$ cat src/inc/rcfg_defines.svh
// Offsets, field positions, reset values and limits of the reset-cause and clock-configuration block
// Assumes byte addresses on an 8-bit Wishbone address, 32-bit data
`ifndef RCFG_DEFINES_SVH
`define RCFG_DEFINES_SVH

`define RCFG_LOG_OFS      8'h5C
`define RCFG_RCC_OFS      8'h60
`define RCFG_IRQ_ST_OFS   8'h70
`define RCFG_IRQ_MSK_OFS  8'h74
`define RCFG_SRC_OFS      8'h78

`define RCFG_CAUSE_W      6
`define RCFG_PIN_BIT      0
`define RCFG_POR_BIT      1
`define RCFG_BOR_BIT      2
`define RCFG_WDT_BIT      3
`define RCFG_SWR_BIT      4
`define RCFG_REG_BIT      5

`define RCFG_ACG_BIT      27
`define RCFG_DIV_MSB      26
`define RCFG_DIV_LSB      23
`define RCFG_USEDIV_BIT   22
`define RCFG_DIV_RST      4'hF
`define RCFG_MIN_DIV      4'h3
`define RCFG_BYPASS_BIT   0
`define RCFG_BYPASS_RST   1'b1

`endif

$ cat src/inc/rcfg_pkg.sv
// Types shared by the reset-cause and clock-configuration block
// Assumes nothing beyond SystemVerilog packages
package rcfg_pkg;

  typedef enum logic [2:0] {
    PM_RUN   = 3'b001,
    PM_SLEEP = 3'b010,
    PM_DEEP  = 3'b100
  } power_mode_e;

  typedef logic [5:0] cause_t;

endpackage

$ cat src/rtl/reset_cause_and_clock_config.sv
// Reset-cause log, run-mode clock configuration, gating select and interrupt logic
// Assumes a classic Wishbone master, pll_tick and osc_tick as enables on clk,
// and rst_b asserted only at power-up of this block.
//
// Functional notes
// External pin reset sets pin cause and clears all other cause bits.
// Other resets set their cause bit and keep earlier causes.
// Bit 5 regulator loss, bit 4 software, bit 3 watchdog.
// Bit 2 brown-out, bit 1 power-on, bit 0 external pin.
// Six cause bits read/write; bits 31:6 reserved, read as zero.
// Auto gating set: sleep and deep-sleep use their own gating sets.
// Auto gating clear: run gating set stays in force while sleeping.
// In run mode only the run gating set controls clocks.
// Divisor field 26:23 resets to 0xF, ratio code plus one.
// With PLL, divide 200 MHz output; codes below 0011 not allowed.
// PLL not bypassed: PLL divided; bypassed: oscillator source.
// Codes below PLL minimum take effect on non-PLL source.
// Software write replaces the six cause bits.
`include "rcfg_defines.svh"

module reset_cause_and_clock_config
  import rcfg_pkg::*;
#(
  parameter int GATE_W = 32
) (
  input  wire logic              clk,
  input  wire logic              rst_b,
  input  wire logic              wb_cyc_i,
  input  wire logic              wb_stb_i,
  input  wire logic              wb_we_i,
  input  wire logic [7:0]        wb_adr_i,
  input  wire logic [3:0]        wb_sel_i,
  input  wire logic [31:0]       wb_dat_i,
  output logic      [31:0]       wb_dat_o,
  output logic                   wb_ack_o,
  input  wire logic              pin_reset_req,
  input  wire logic              brownout_req,
  input  wire logic              watchdog_req,
  input  wire logic              software_req,
  input  wire logic              regulator_loss_req,
  input  wire logic              pll_tick,
  input  wire logic              osc_tick,
  input  wire logic [2:0]        power_mode,
  input  wire logic [GATE_W-1:0] run_gating_regs,
  input  wire logic [GATE_W-1:0] sleep_gating_regs,
  input  wire logic [GATE_W-1:0] deep_sleep_gating_regs,
  output logic      [GATE_W-1:0] periph_clk_en,
  output logic                   sys_tick,
  output logic                   irq
);

  // ****************************************************************
  // Helper functions
  // ****************************************************************

  // Raise a code to the PLL minimum while the PLL feeds the system
  function automatic logic [3:0] effective_code(
    input logic [3:0] code,
    input logic       pll_used
  );
    effective_code = code;
    if (pll_used && (code < `RCFG_MIN_DIV)) begin
      effective_code = `RCFG_MIN_DIV;
    end
  endfunction

  // Write-one-to-clear with set winning over clear
  function automatic cause_t sticky_next(
    input cause_t cur,
    input cause_t clr,
    input cause_t set
  );
    sticky_next = (cur & ~clr) | set;
  endfunction

  // Word match on address bits 7:2, byte lanes ignored
  function automatic logic reg_hit(
    input logic [7:0] adr,
    input logic [7:0] ofs
  );
    reg_hit = (adr[7:2] == ofs[7:2]);
  endfunction

  // ****************************************************************
  // Bus decode
  // ****************************************************************

  logic        ack_q;
  logic [31:0] rdata_q;

  // Held request taken once; ack_q blocks a retake
  wire req      = wb_cyc_i & wb_stb_i & ~ack_q;
  wire wr       = req & wb_we_i;
  wire rd_req   = req & ~wb_we_i;
  wire hit_log  = reg_hit(wb_adr_i, `RCFG_LOG_OFS);
  wire hit_rcc  = reg_hit(wb_adr_i, `RCFG_RCC_OFS);
  wire hit_st   = reg_hit(wb_adr_i, `RCFG_IRQ_ST_OFS);
  wire hit_msk  = reg_hit(wb_adr_i, `RCFG_IRQ_MSK_OFS);
  wire hit_src  = reg_hit(wb_adr_i, `RCFG_SRC_OFS);

  wire wr_log   = wr & hit_log & wb_sel_i[0];
  wire wr_st    = wr & hit_st & wb_sel_i[0];
  wire wr_msk   = wr & hit_msk & wb_sel_i[0];
  wire wr_src   = wr & hit_src & wb_sel_i[0];
  wire wr_rcc_h = wr & hit_rcc & wb_sel_i[3];
  wire wr_rcc_m = wr & hit_rcc & wb_sel_i[2];

  // ****************************************************************
  // Cause events
  // ****************************************************************

  logic [4:0] ext_ev;
  logic       por_pend_q;
  cause_t     ev;

  cause_capture #(
    .N (5)
  ) u_capture (
    .clk         (clk),
    .rst_b       (rst_b),
    .req_async   ({regulator_loss_req, software_req, watchdog_req,
                   brownout_req, pin_reset_req}),
    .event_pulse (ext_ev)
  );

  // Power-on cause is reported once, right after release
  always_ff @(posedge clk or negedge rst_b) begin
    if (!rst_b) begin
      por_pend_q <= 1'b1;
    end else begin
      por_pend_q <= 1'b0;
    end
  end

  always_comb begin
    ev                 = '0;
    ev[`RCFG_PIN_BIT]  = ext_ev[0];
    ev[`RCFG_POR_BIT]  = por_pend_q;
    ev[`RCFG_BOR_BIT]  = ext_ev[1];
    ev[`RCFG_WDT_BIT]  = ext_ev[2];
    ev[`RCFG_SWR_BIT]  = ext_ev[3];
    ev[`RCFG_REG_BIT]  = ext_ev[4];
  end

  // ****************************************************************
  // Reset cause log
  // ****************************************************************

  cause_t log_q;
  cause_t log_d;
  cause_t log_base;

  // Software value first, hardware causes on top
  assign log_base = wr_log ? wb_dat_i[5:0] : log_q;

  always_comb begin
    if (ev[`RCFG_PIN_BIT]) begin
      log_d = ev;
    end else begin
      log_d = log_base | ev;
    end
  end

  always_ff @(posedge clk or negedge rst_b) begin
    if (!rst_b) begin
      log_q <= '0;
    end else begin
      log_q <= log_d;
    end
  end

  // ****************************************************************
  // Run-mode clock configuration
  // ****************************************************************

  logic       acg_q;
  logic [3:0] div_q;
  logic       usediv_q;
  logic       bypass_q;

  always_ff @(posedge clk or negedge rst_b) begin
    if (!rst_b) begin
      acg_q    <= 1'b0;
      div_q    <= `RCFG_DIV_RST;
      usediv_q <= 1'b0;
    end else begin
      if (wr_rcc_h) begin
        acg_q     <= wb_dat_i[`RCFG_ACG_BIT];
        div_q[3:1] <= wb_dat_i[`RCFG_DIV_MSB:`RCFG_DIV_LSB+1];
      end
      if (wr_rcc_m) begin
        div_q[0] <= wb_dat_i[`RCFG_DIV_LSB];
        usediv_q <= wb_dat_i[`RCFG_USEDIV_BIT];
      end
    end
  end

  // Oscillator source after reset, PLL once software clears it
  always_ff @(posedge clk or negedge rst_b) begin
    if (!rst_b) begin
      bypass_q <= `RCFG_BYPASS_RST;
    end else if (wr_src) begin
      bypass_q <= wb_dat_i[`RCFG_BYPASS_BIT];
    end
  end

  // ****************************************************************
  // System clock source and divisor
  // ****************************************************************

  wire       pll_used = ~bypass_q;
  wire [3:0] eff_div  = effective_code(div_q, pll_used);
  wire       src_tick = pll_used ? pll_tick : osc_tick;
  wire       apply_div = pll_used | usediv_q;
  wire [3:0] ratio_code = apply_div ? eff_div : 4'h0;

  sysclk_divider u_divider (
    .clk      (clk),
    .rst_b    (rst_b),
    .src_tick (src_tick),
    .div_code (ratio_code),
    .sys_tick (sys_tick)
  );

  // ****************************************************************
  // Peripheral clock gating select
  // ****************************************************************

  logic [GATE_W-1:0] gate_d;

  always_comb begin
    unique case (power_mode)
      PM_RUN: begin
        gate_d = run_gating_regs;
      end
      PM_SLEEP: begin
        gate_d = acg_q ? sleep_gating_regs : run_gating_regs;
      end
      PM_DEEP: begin
        gate_d = acg_q ? deep_sleep_gating_regs : run_gating_regs;
      end
      default: begin
        gate_d = run_gating_regs;
      end
    endcase
  end

  // Registered so a mode change reaches the gates on a clean edge
  always_ff @(posedge clk or negedge rst_b) begin
    if (!rst_b) begin
      periph_clk_en <= '0;
    end else begin
      periph_clk_en <= gate_d;
    end
  end

  // ****************************************************************
  // Interrupt status and mask
  // ****************************************************************

  cause_t st_q;
  cause_t msk_q;
  cause_t st_clr;
  cause_t st_d;
  cause_t msk_d;

  assign st_clr = wr_st ? wb_dat_i[5:0] : '0;
  // Set wins over a same-cycle clear
  assign st_d   = sticky_next(st_q, st_clr, ev);
  assign msk_d  = wr_msk ? wb_dat_i[5:0] : msk_q;

  always_ff @(posedge clk or negedge rst_b) begin
    if (!rst_b) begin
      st_q  <= '0;
      msk_q <= '0;
    end else begin
      st_q  <= st_d;
      msk_q <= msk_d;
    end
  end

  // Built from next values so irq tracks status with no lag
  always_ff @(posedge clk or negedge rst_b) begin
    if (!rst_b) begin
      irq <= 1'b0;
    end else begin
      irq <= |(st_d & msk_d);
    end
  end

  // ****************************************************************
  // Read data and acknowledge
  // ****************************************************************

  logic [31:0] rdata_d;

  always_comb begin
    rdata_d = 32'h0000_0000;
    if (hit_log) begin
      rdata_d[5:0] = log_q;
    end
    if (hit_rcc) begin
      rdata_d[`RCFG_ACG_BIT]                  = acg_q;
      rdata_d[`RCFG_DIV_MSB:`RCFG_DIV_LSB]    = eff_div;
      rdata_d[`RCFG_USEDIV_BIT]               = usediv_q;
    end
    if (hit_st) begin
      rdata_d[5:0] = st_q;
    end
    if (hit_msk) begin
      rdata_d[5:0] = msk_q;
    end
    if (hit_src) begin
      rdata_d[`RCFG_BYPASS_BIT] = bypass_q;
    end
  end

  always_ff @(posedge clk or negedge rst_b) begin
    if (!rst_b) begin
      ack_q <= 1'b0;
    end else begin
      ack_q <= req;
    end
  end

  // Read data held until the next read
  always_ff @(posedge clk or negedge rst_b) begin
    if (!rst_b) begin
      rdata_q <= 32'h0000_0000;
    end else if (rd_req) begin
      rdata_q <= rdata_d;
    end
  end

  assign wb_ack_o = ack_q;
  assign wb_dat_o = rdata_q;

endmodule

$ cat src/rtl/cause_capture.sv
// Synchroniser and rising-edge detector for asynchronous reset-cause requests
// Assumes each request is a level held for at least three clock cycles
module cause_capture #(
  parameter int N = 5
) (
  input  wire logic         clk,
  input  wire logic         rst_b,
  input  wire logic [N-1:0] req_async,
  output logic      [N-1:0] event_pulse
);

  logic [N-1:0] s1_q;
  logic [N-1:0] s2_q;
  logic [N-1:0] s3_q;
  logic [N-1:0] stable_q;

  wire  [N-1:0] agree = ~(s2_q ^ s3_q);

  always_ff @(posedge clk or negedge rst_b) begin
    if (!rst_b) begin
      s1_q     <= '0;
      s2_q     <= '0;
      s3_q     <= '0;
      stable_q <= '0;
    end else begin
      s1_q     <= req_async;
      s2_q     <= s1_q;
      s3_q     <= s2_q;
      stable_q <= (agree & s3_q) | (~agree & stable_q);
    end
  end

  // One pulse when an agreed level first turns high
  assign event_pulse = agree & s3_q & ~stable_q;

endmodule

$ cat src/rtl/sysclk_divider.sv
// Divider turning source-clock enable ticks into system-clock enable ticks
// Assumes src_tick is a one-cycle enable pulse on clk
module sysclk_divider (
  input  wire logic       clk,
  input  wire logic       rst_b,
  input  wire logic       src_tick,
  input  wire logic [3:0] div_code,
  output logic            sys_tick
);

  logic [3:0] cnt_q;
  logic [3:0] cnt_d;
  logic       tick_d;

  // Ratio is code plus one; a shrunken code restarts the count
  always_comb begin
    cnt_d  = cnt_q;
    tick_d = 1'b0;
    if (cnt_q > div_code) begin
      cnt_d = 4'h0;
    end else if (src_tick) begin
      if (cnt_q == div_code) begin
        cnt_d  = 4'h0;
        tick_d = 1'b1;
      end else begin
        cnt_d = cnt_q + 4'h1;
      end
    end
  end

  always_ff @(posedge clk or negedge rst_b) begin
    if (!rst_b) begin
      cnt_q    <= 4'h0;
      sys_tick <= 1'b0;
    end else begin
      cnt_q    <= cnt_d;
      sys_tick <= tick_d;
    end
  end

endmodule

$ cat config.mk
export PLATFORM = sky130hd
export DESIGN_NAME = reset_cause_and_clock_config
export DESIGN_NICKNAME = d
export VERILOG_FILES = /design/src/inc/rcfg_pkg.sv /design/src/rtl/reset_cause_and_clock_config.sv /design/src/rtl/cause_capture.sv /design/src/rtl/sysclk_divider.sv
export VERILOG_INCLUDE_DIRS = /design/src /design/src/inc
export SDC_FILE = /design/constraint.sdc
export NUM_CORES = 1
export LEC_CHECK = 0
export BUFFER_PORTS_ARGS = -buffer_cell sky130_fd_sc_hd__buf_4
export CORE_MARGIN = 5
export CORE_UTILIZATION = 31
export DETAILED_ROUTE_END_ITERATION = 10
export PLACE_DENSITY = 0.65
export SLEW_MARGIN = 20
export SYNTH_ARGS = -nofsm -noshare
export SYNTH_HDL_FRONTEND = slang
export SYNTH_SLANG_ARGS = --single-unit
$ cat constraint.sdc
create_clock -name clk -period 2 [get_ports clk]
set_input_delay 0.2 -clock clk [delete_from_list [all_inputs] [get_ports clk]]
set_output_delay 0.2 -clock clk [all_outputs]
set_load 0.05 [all_outputs]
==> metrics list <==
* Result of the run: finished with violations
- Violations in the final reports: negative setup slack
* Area Overhead vs Synth: 49.7%
- In the global route stage, overall resource usage came out at 0.148.
- The number of global-route vias before repair was a little under 4000.
* Vertical extent of the die: about 130 um
- Final-report hold violation count: 0
- In the routed design, unresolved DRC markers number 0.
- Cell total after placement: about 740
- Subtracting the final worst setup slack from the clock period gives between 2000 and 2500 ps.
- After detailed routing, the average wire length per cell comes to between 15 and 20 um.
- At the worst endpoint, the required time is approximately 2200 ps.
- Count of non-filler cells in the finished layout: about 770
- The die covers 16700 um^2.
* Primary flip-flop cell chosen by synthesis mapping: dfrtp_1
- The tightest min-delay check is of the in -> reg type.
- In this run the critical register-to-register path is launched from wb_ack_o.
- The first global-routing pass estimated 19400 um of wire.
- Routability-driven placement finished with a final weighted congestion of roughly 0.9.
* Signal arrival time at the worst endpoint: about 2300 ps
* Number of antenna repair diodes: 0
- Site row count: 43
* Worst Slack Setup Final: -105 ps
- Leftover overflow at the end of global routing: 0
- Actual transition at the worst max-transition pin: ~610 ps
- In this run, the number of DRC markers left after iteration 0 of detailed routing was ~240.
- HPWL after DPL: roughly 9800 um
- After synthesis, the netlist uses 43 different library cells.
- Post-detailed-route via-to-cell ratio: 4.84
- Number of buffers on the longest clock path: 2
* Clock tree from TritonCTS: done
* Met3 demand-to-capacity share in global routing: 0.0404
- Maximum resistive drop on vdd: slightly below 0.0005 V
- Kind of capture point of the worst setup path: flip-flop
* Initial antenna violation count: 0
- Fin Clk Skew: ~8.4 ps
* Power density normalized to cell area: around 780 nW/um^2
- The tree is rooted in a clkbuf_16.
- Netlist area before placement: 4400 um^2
* Number of nets in the final layout: 745
- The clock tree synthesis step divided the H-tree into 3 levels.
- Share of flip-flops with an asynchronous set or reset: 1.00
- Top Ports: 222
- Measured against its own limit, the worst slew margin works out to 0.590.
- The number of clock buffers added by TritonCTS is 9.
- After clock tree synthesis, the clock-pin slew on the worst setup and hold paths is about 70 ps.
- For this block, the via count after detailed routing is 3700.
- Post-route ant nets: 0
- Leak: between 3 and 4 nW
- Sequential area share after synthesis: 0.553
- Number of enable flip-flop cells after synthesis: 0
- Type of the worst setup path: reg -> reg
* Final number of max-transition violations: 0
- Initial Utilization: 0.317
- Setup violations remaining at the end of the flow were counted as 2.
- In the layout the commonest cells are 215 x buf_4, 90 x dfrtp_1, 70 x a22o_1.
- Met2 routing resource usage after global routing: 0.248
- Worst hold stages: 2
- Number of cell instances on the worst register-to-register path: 6
* Fmax: 475 MHz
- Die boundary width: 129 um
* Max-cap violation count: 0
- Unrepaired setup endpoints after global routing: yes
- The most critical setup path has its startpoint at wb_ack_o.
* Met1 usage: 0.177
- Minimum setup slack among reg-to-reg paths: -100 ps
* Sink Count: 97
- Core Region: 13900 um^2
* Layer with the highest usage: met2
- Capture instance of the worst register-to-register path: irq
* Yosys warning total: 0
* Most common cell after layout, fill and taps aside: buf_4
- The synthesized design contains a little under 100 register bits.
* Critical Path Source Type: flip-flop
* Pin count of the biggest net entering global routing: 46
- Cells after Synth: approximately 360
- Number of port buffers: 178
* Total Routed Length: 12500 um
- Once layout is complete, the utilization of the core stands at 0.475.
* Share of post-route cells with drive strength above 1: 0.470
- After synthesis, the mean cell area works out to 12.2 um^2.
- Critical path fanouts, max: 4
* Number of optimization iterations in the first detailed-route pass: 5
- Worst-Skew Late Latency: ~340 ps
- Launch instance of the worst min-delay path: run_gating_regs[30]
- Terminating pin of the worst hold path: periph_clk_en[30]
* Final worst path period share: 1.05
- Hold_ws: just under 80 ps
-- how the worst max path moves through the flow --
stage	slack, ps	to
after floorplan	-200	irq
after global placement	-120	irq
after detailed placement	-250	u_divider.cnt_q[0]
after CTS	-100	irq
after global routing	-180	irq
final	-100	irq
-- timing repair --
| action | 4_1_cts | 5_1_grt |
|---|---|---|
| pin swaps | 6 | 8 |
| endpoints found under the setup margin | 5 | 9 |
| setup buffers | 4 | 1 |
| hold buffers | 6 | 0 |
| hold endpoints to repair | 46 | 0 |
| gates resized for setup | 16 | 9 |
-- critical path, stage by stage, from the launching register on --
cell and delay [ps]:
dfrtp_2 400, and4b_2 340, buf_6 120, nand4_1 210
a2bb2oi_2 210, a32o_1 190, or4_1 500
-- routing by layer --
layer	vias to the layer above	part of all wire
met1	1765	0.39
met2	159	0.51
li1	1759	-
met5	-	0
met3	17	0.078
met4	0	0.021
-- cell type report --
class                      count  area (um^2)
multi-input combinational    241         1870
fill                        1281         7290
sequential                    97         2440
timing repair buffer         224         1720
tap                          180          225
clock inverter                 5         81.3
clock buffer                  11          233
inverter                       7         26.3
-- per-stage QoR --
| step | instance area, um^2 | total power, mW | worst slack, ps | TNS [ps] |
|---|---|---|---|---|
| after floorplan | 4480 | 2.82 | -200 | -200 |
| after global placement | 6110 | 3.24 | -118 | -264 |
| after detailed placement | 6110 | 3.29 | -248 | -921 |
| after CTS | 6560 | 5.21 | -98.7 | -126 |
| after global routing | 6590 | 5.41 | -180 | -436 |
| final | 6590 | 5.15 | -105 | -124 |
-- kinds of logic (layout without fill, tap and decap cells) --
family                   count (synthesis)  after routing  share of synthesized area
AND/OR/NAND/NOR                         73             73                     0.0938
adder cells (fa/ha/maj)                 10             10                     0.0284
AO/OA/AOI/OAI                          110            110                      0.200
buffers and inverters                   44            247                     0.0566
multiplexers                            27             27                     0.0677
other                                    1             21                   0.000852
flip-flops                              97             97                      0.553
-- power by group --
group / switching (mW) / leakage (nW) / internal, mW / total [mW]
clock: 0.728 / 0.150 / 1.10 / 1.83
combinational: 0.611 / 1.91 / 0.526 / 1.14
sequential: 0.0891 / 1.15 / 2.10 / 2.19
total: 1.43 / 3.21 / 3.72 / 5.15
-- Yosys cell counts, types with 2 or more instances --
cell type / count / share of area
dfrtp_1: 91 / 0.52
a22o_1: 70 / 0.14
buf_4: 20 / 0.034
o21ai_0: 20 / 0.023
nand2_1: 19 / 0.016
mux2_2: 18 / 0.046
clkbuf_1: 14 / 0.012
ha_1: 10 / 0.028
nor2_1: 10 / 0.0085
mux2i_1: 8 / 0.018
nand2b_1: 8 / 0.011
inv_1: 7 / 0.0060
and2_1: 6 / 0.0085
dfstp_2: 6 / 0.036
nand4_1: 6 / 0.0085
a222oi_1: 5 / 0.011
nor2b_1: 5 / 0.0071
nand3_1: 4 / 0.0045
nor3b_1: 3 / 0.0051
o31ai_1: 3 / 0.0051
a21boi_1: 2 / 0.0034
a2bb2oi_1: 2 / 0.0040
a32o_1: 2 / 0.0045
and4_1: 2 / 0.0040
and4b_1: 2 / 0.0045
nor3_1: 2 / 0.0023
-- sequential cells by signal (all words and copies together) (netlist names), 5 cells and up, named ones only --
signal / cells
periph_clk_en: 32
wb_dat_o: 12
log_q: 6
msk_q: 6
st_q: 6
u_capture.s1_q: 5
u_capture.s2_q: 5
u_capture.s3_q: 5
Power figures use the tool's default switching activity.
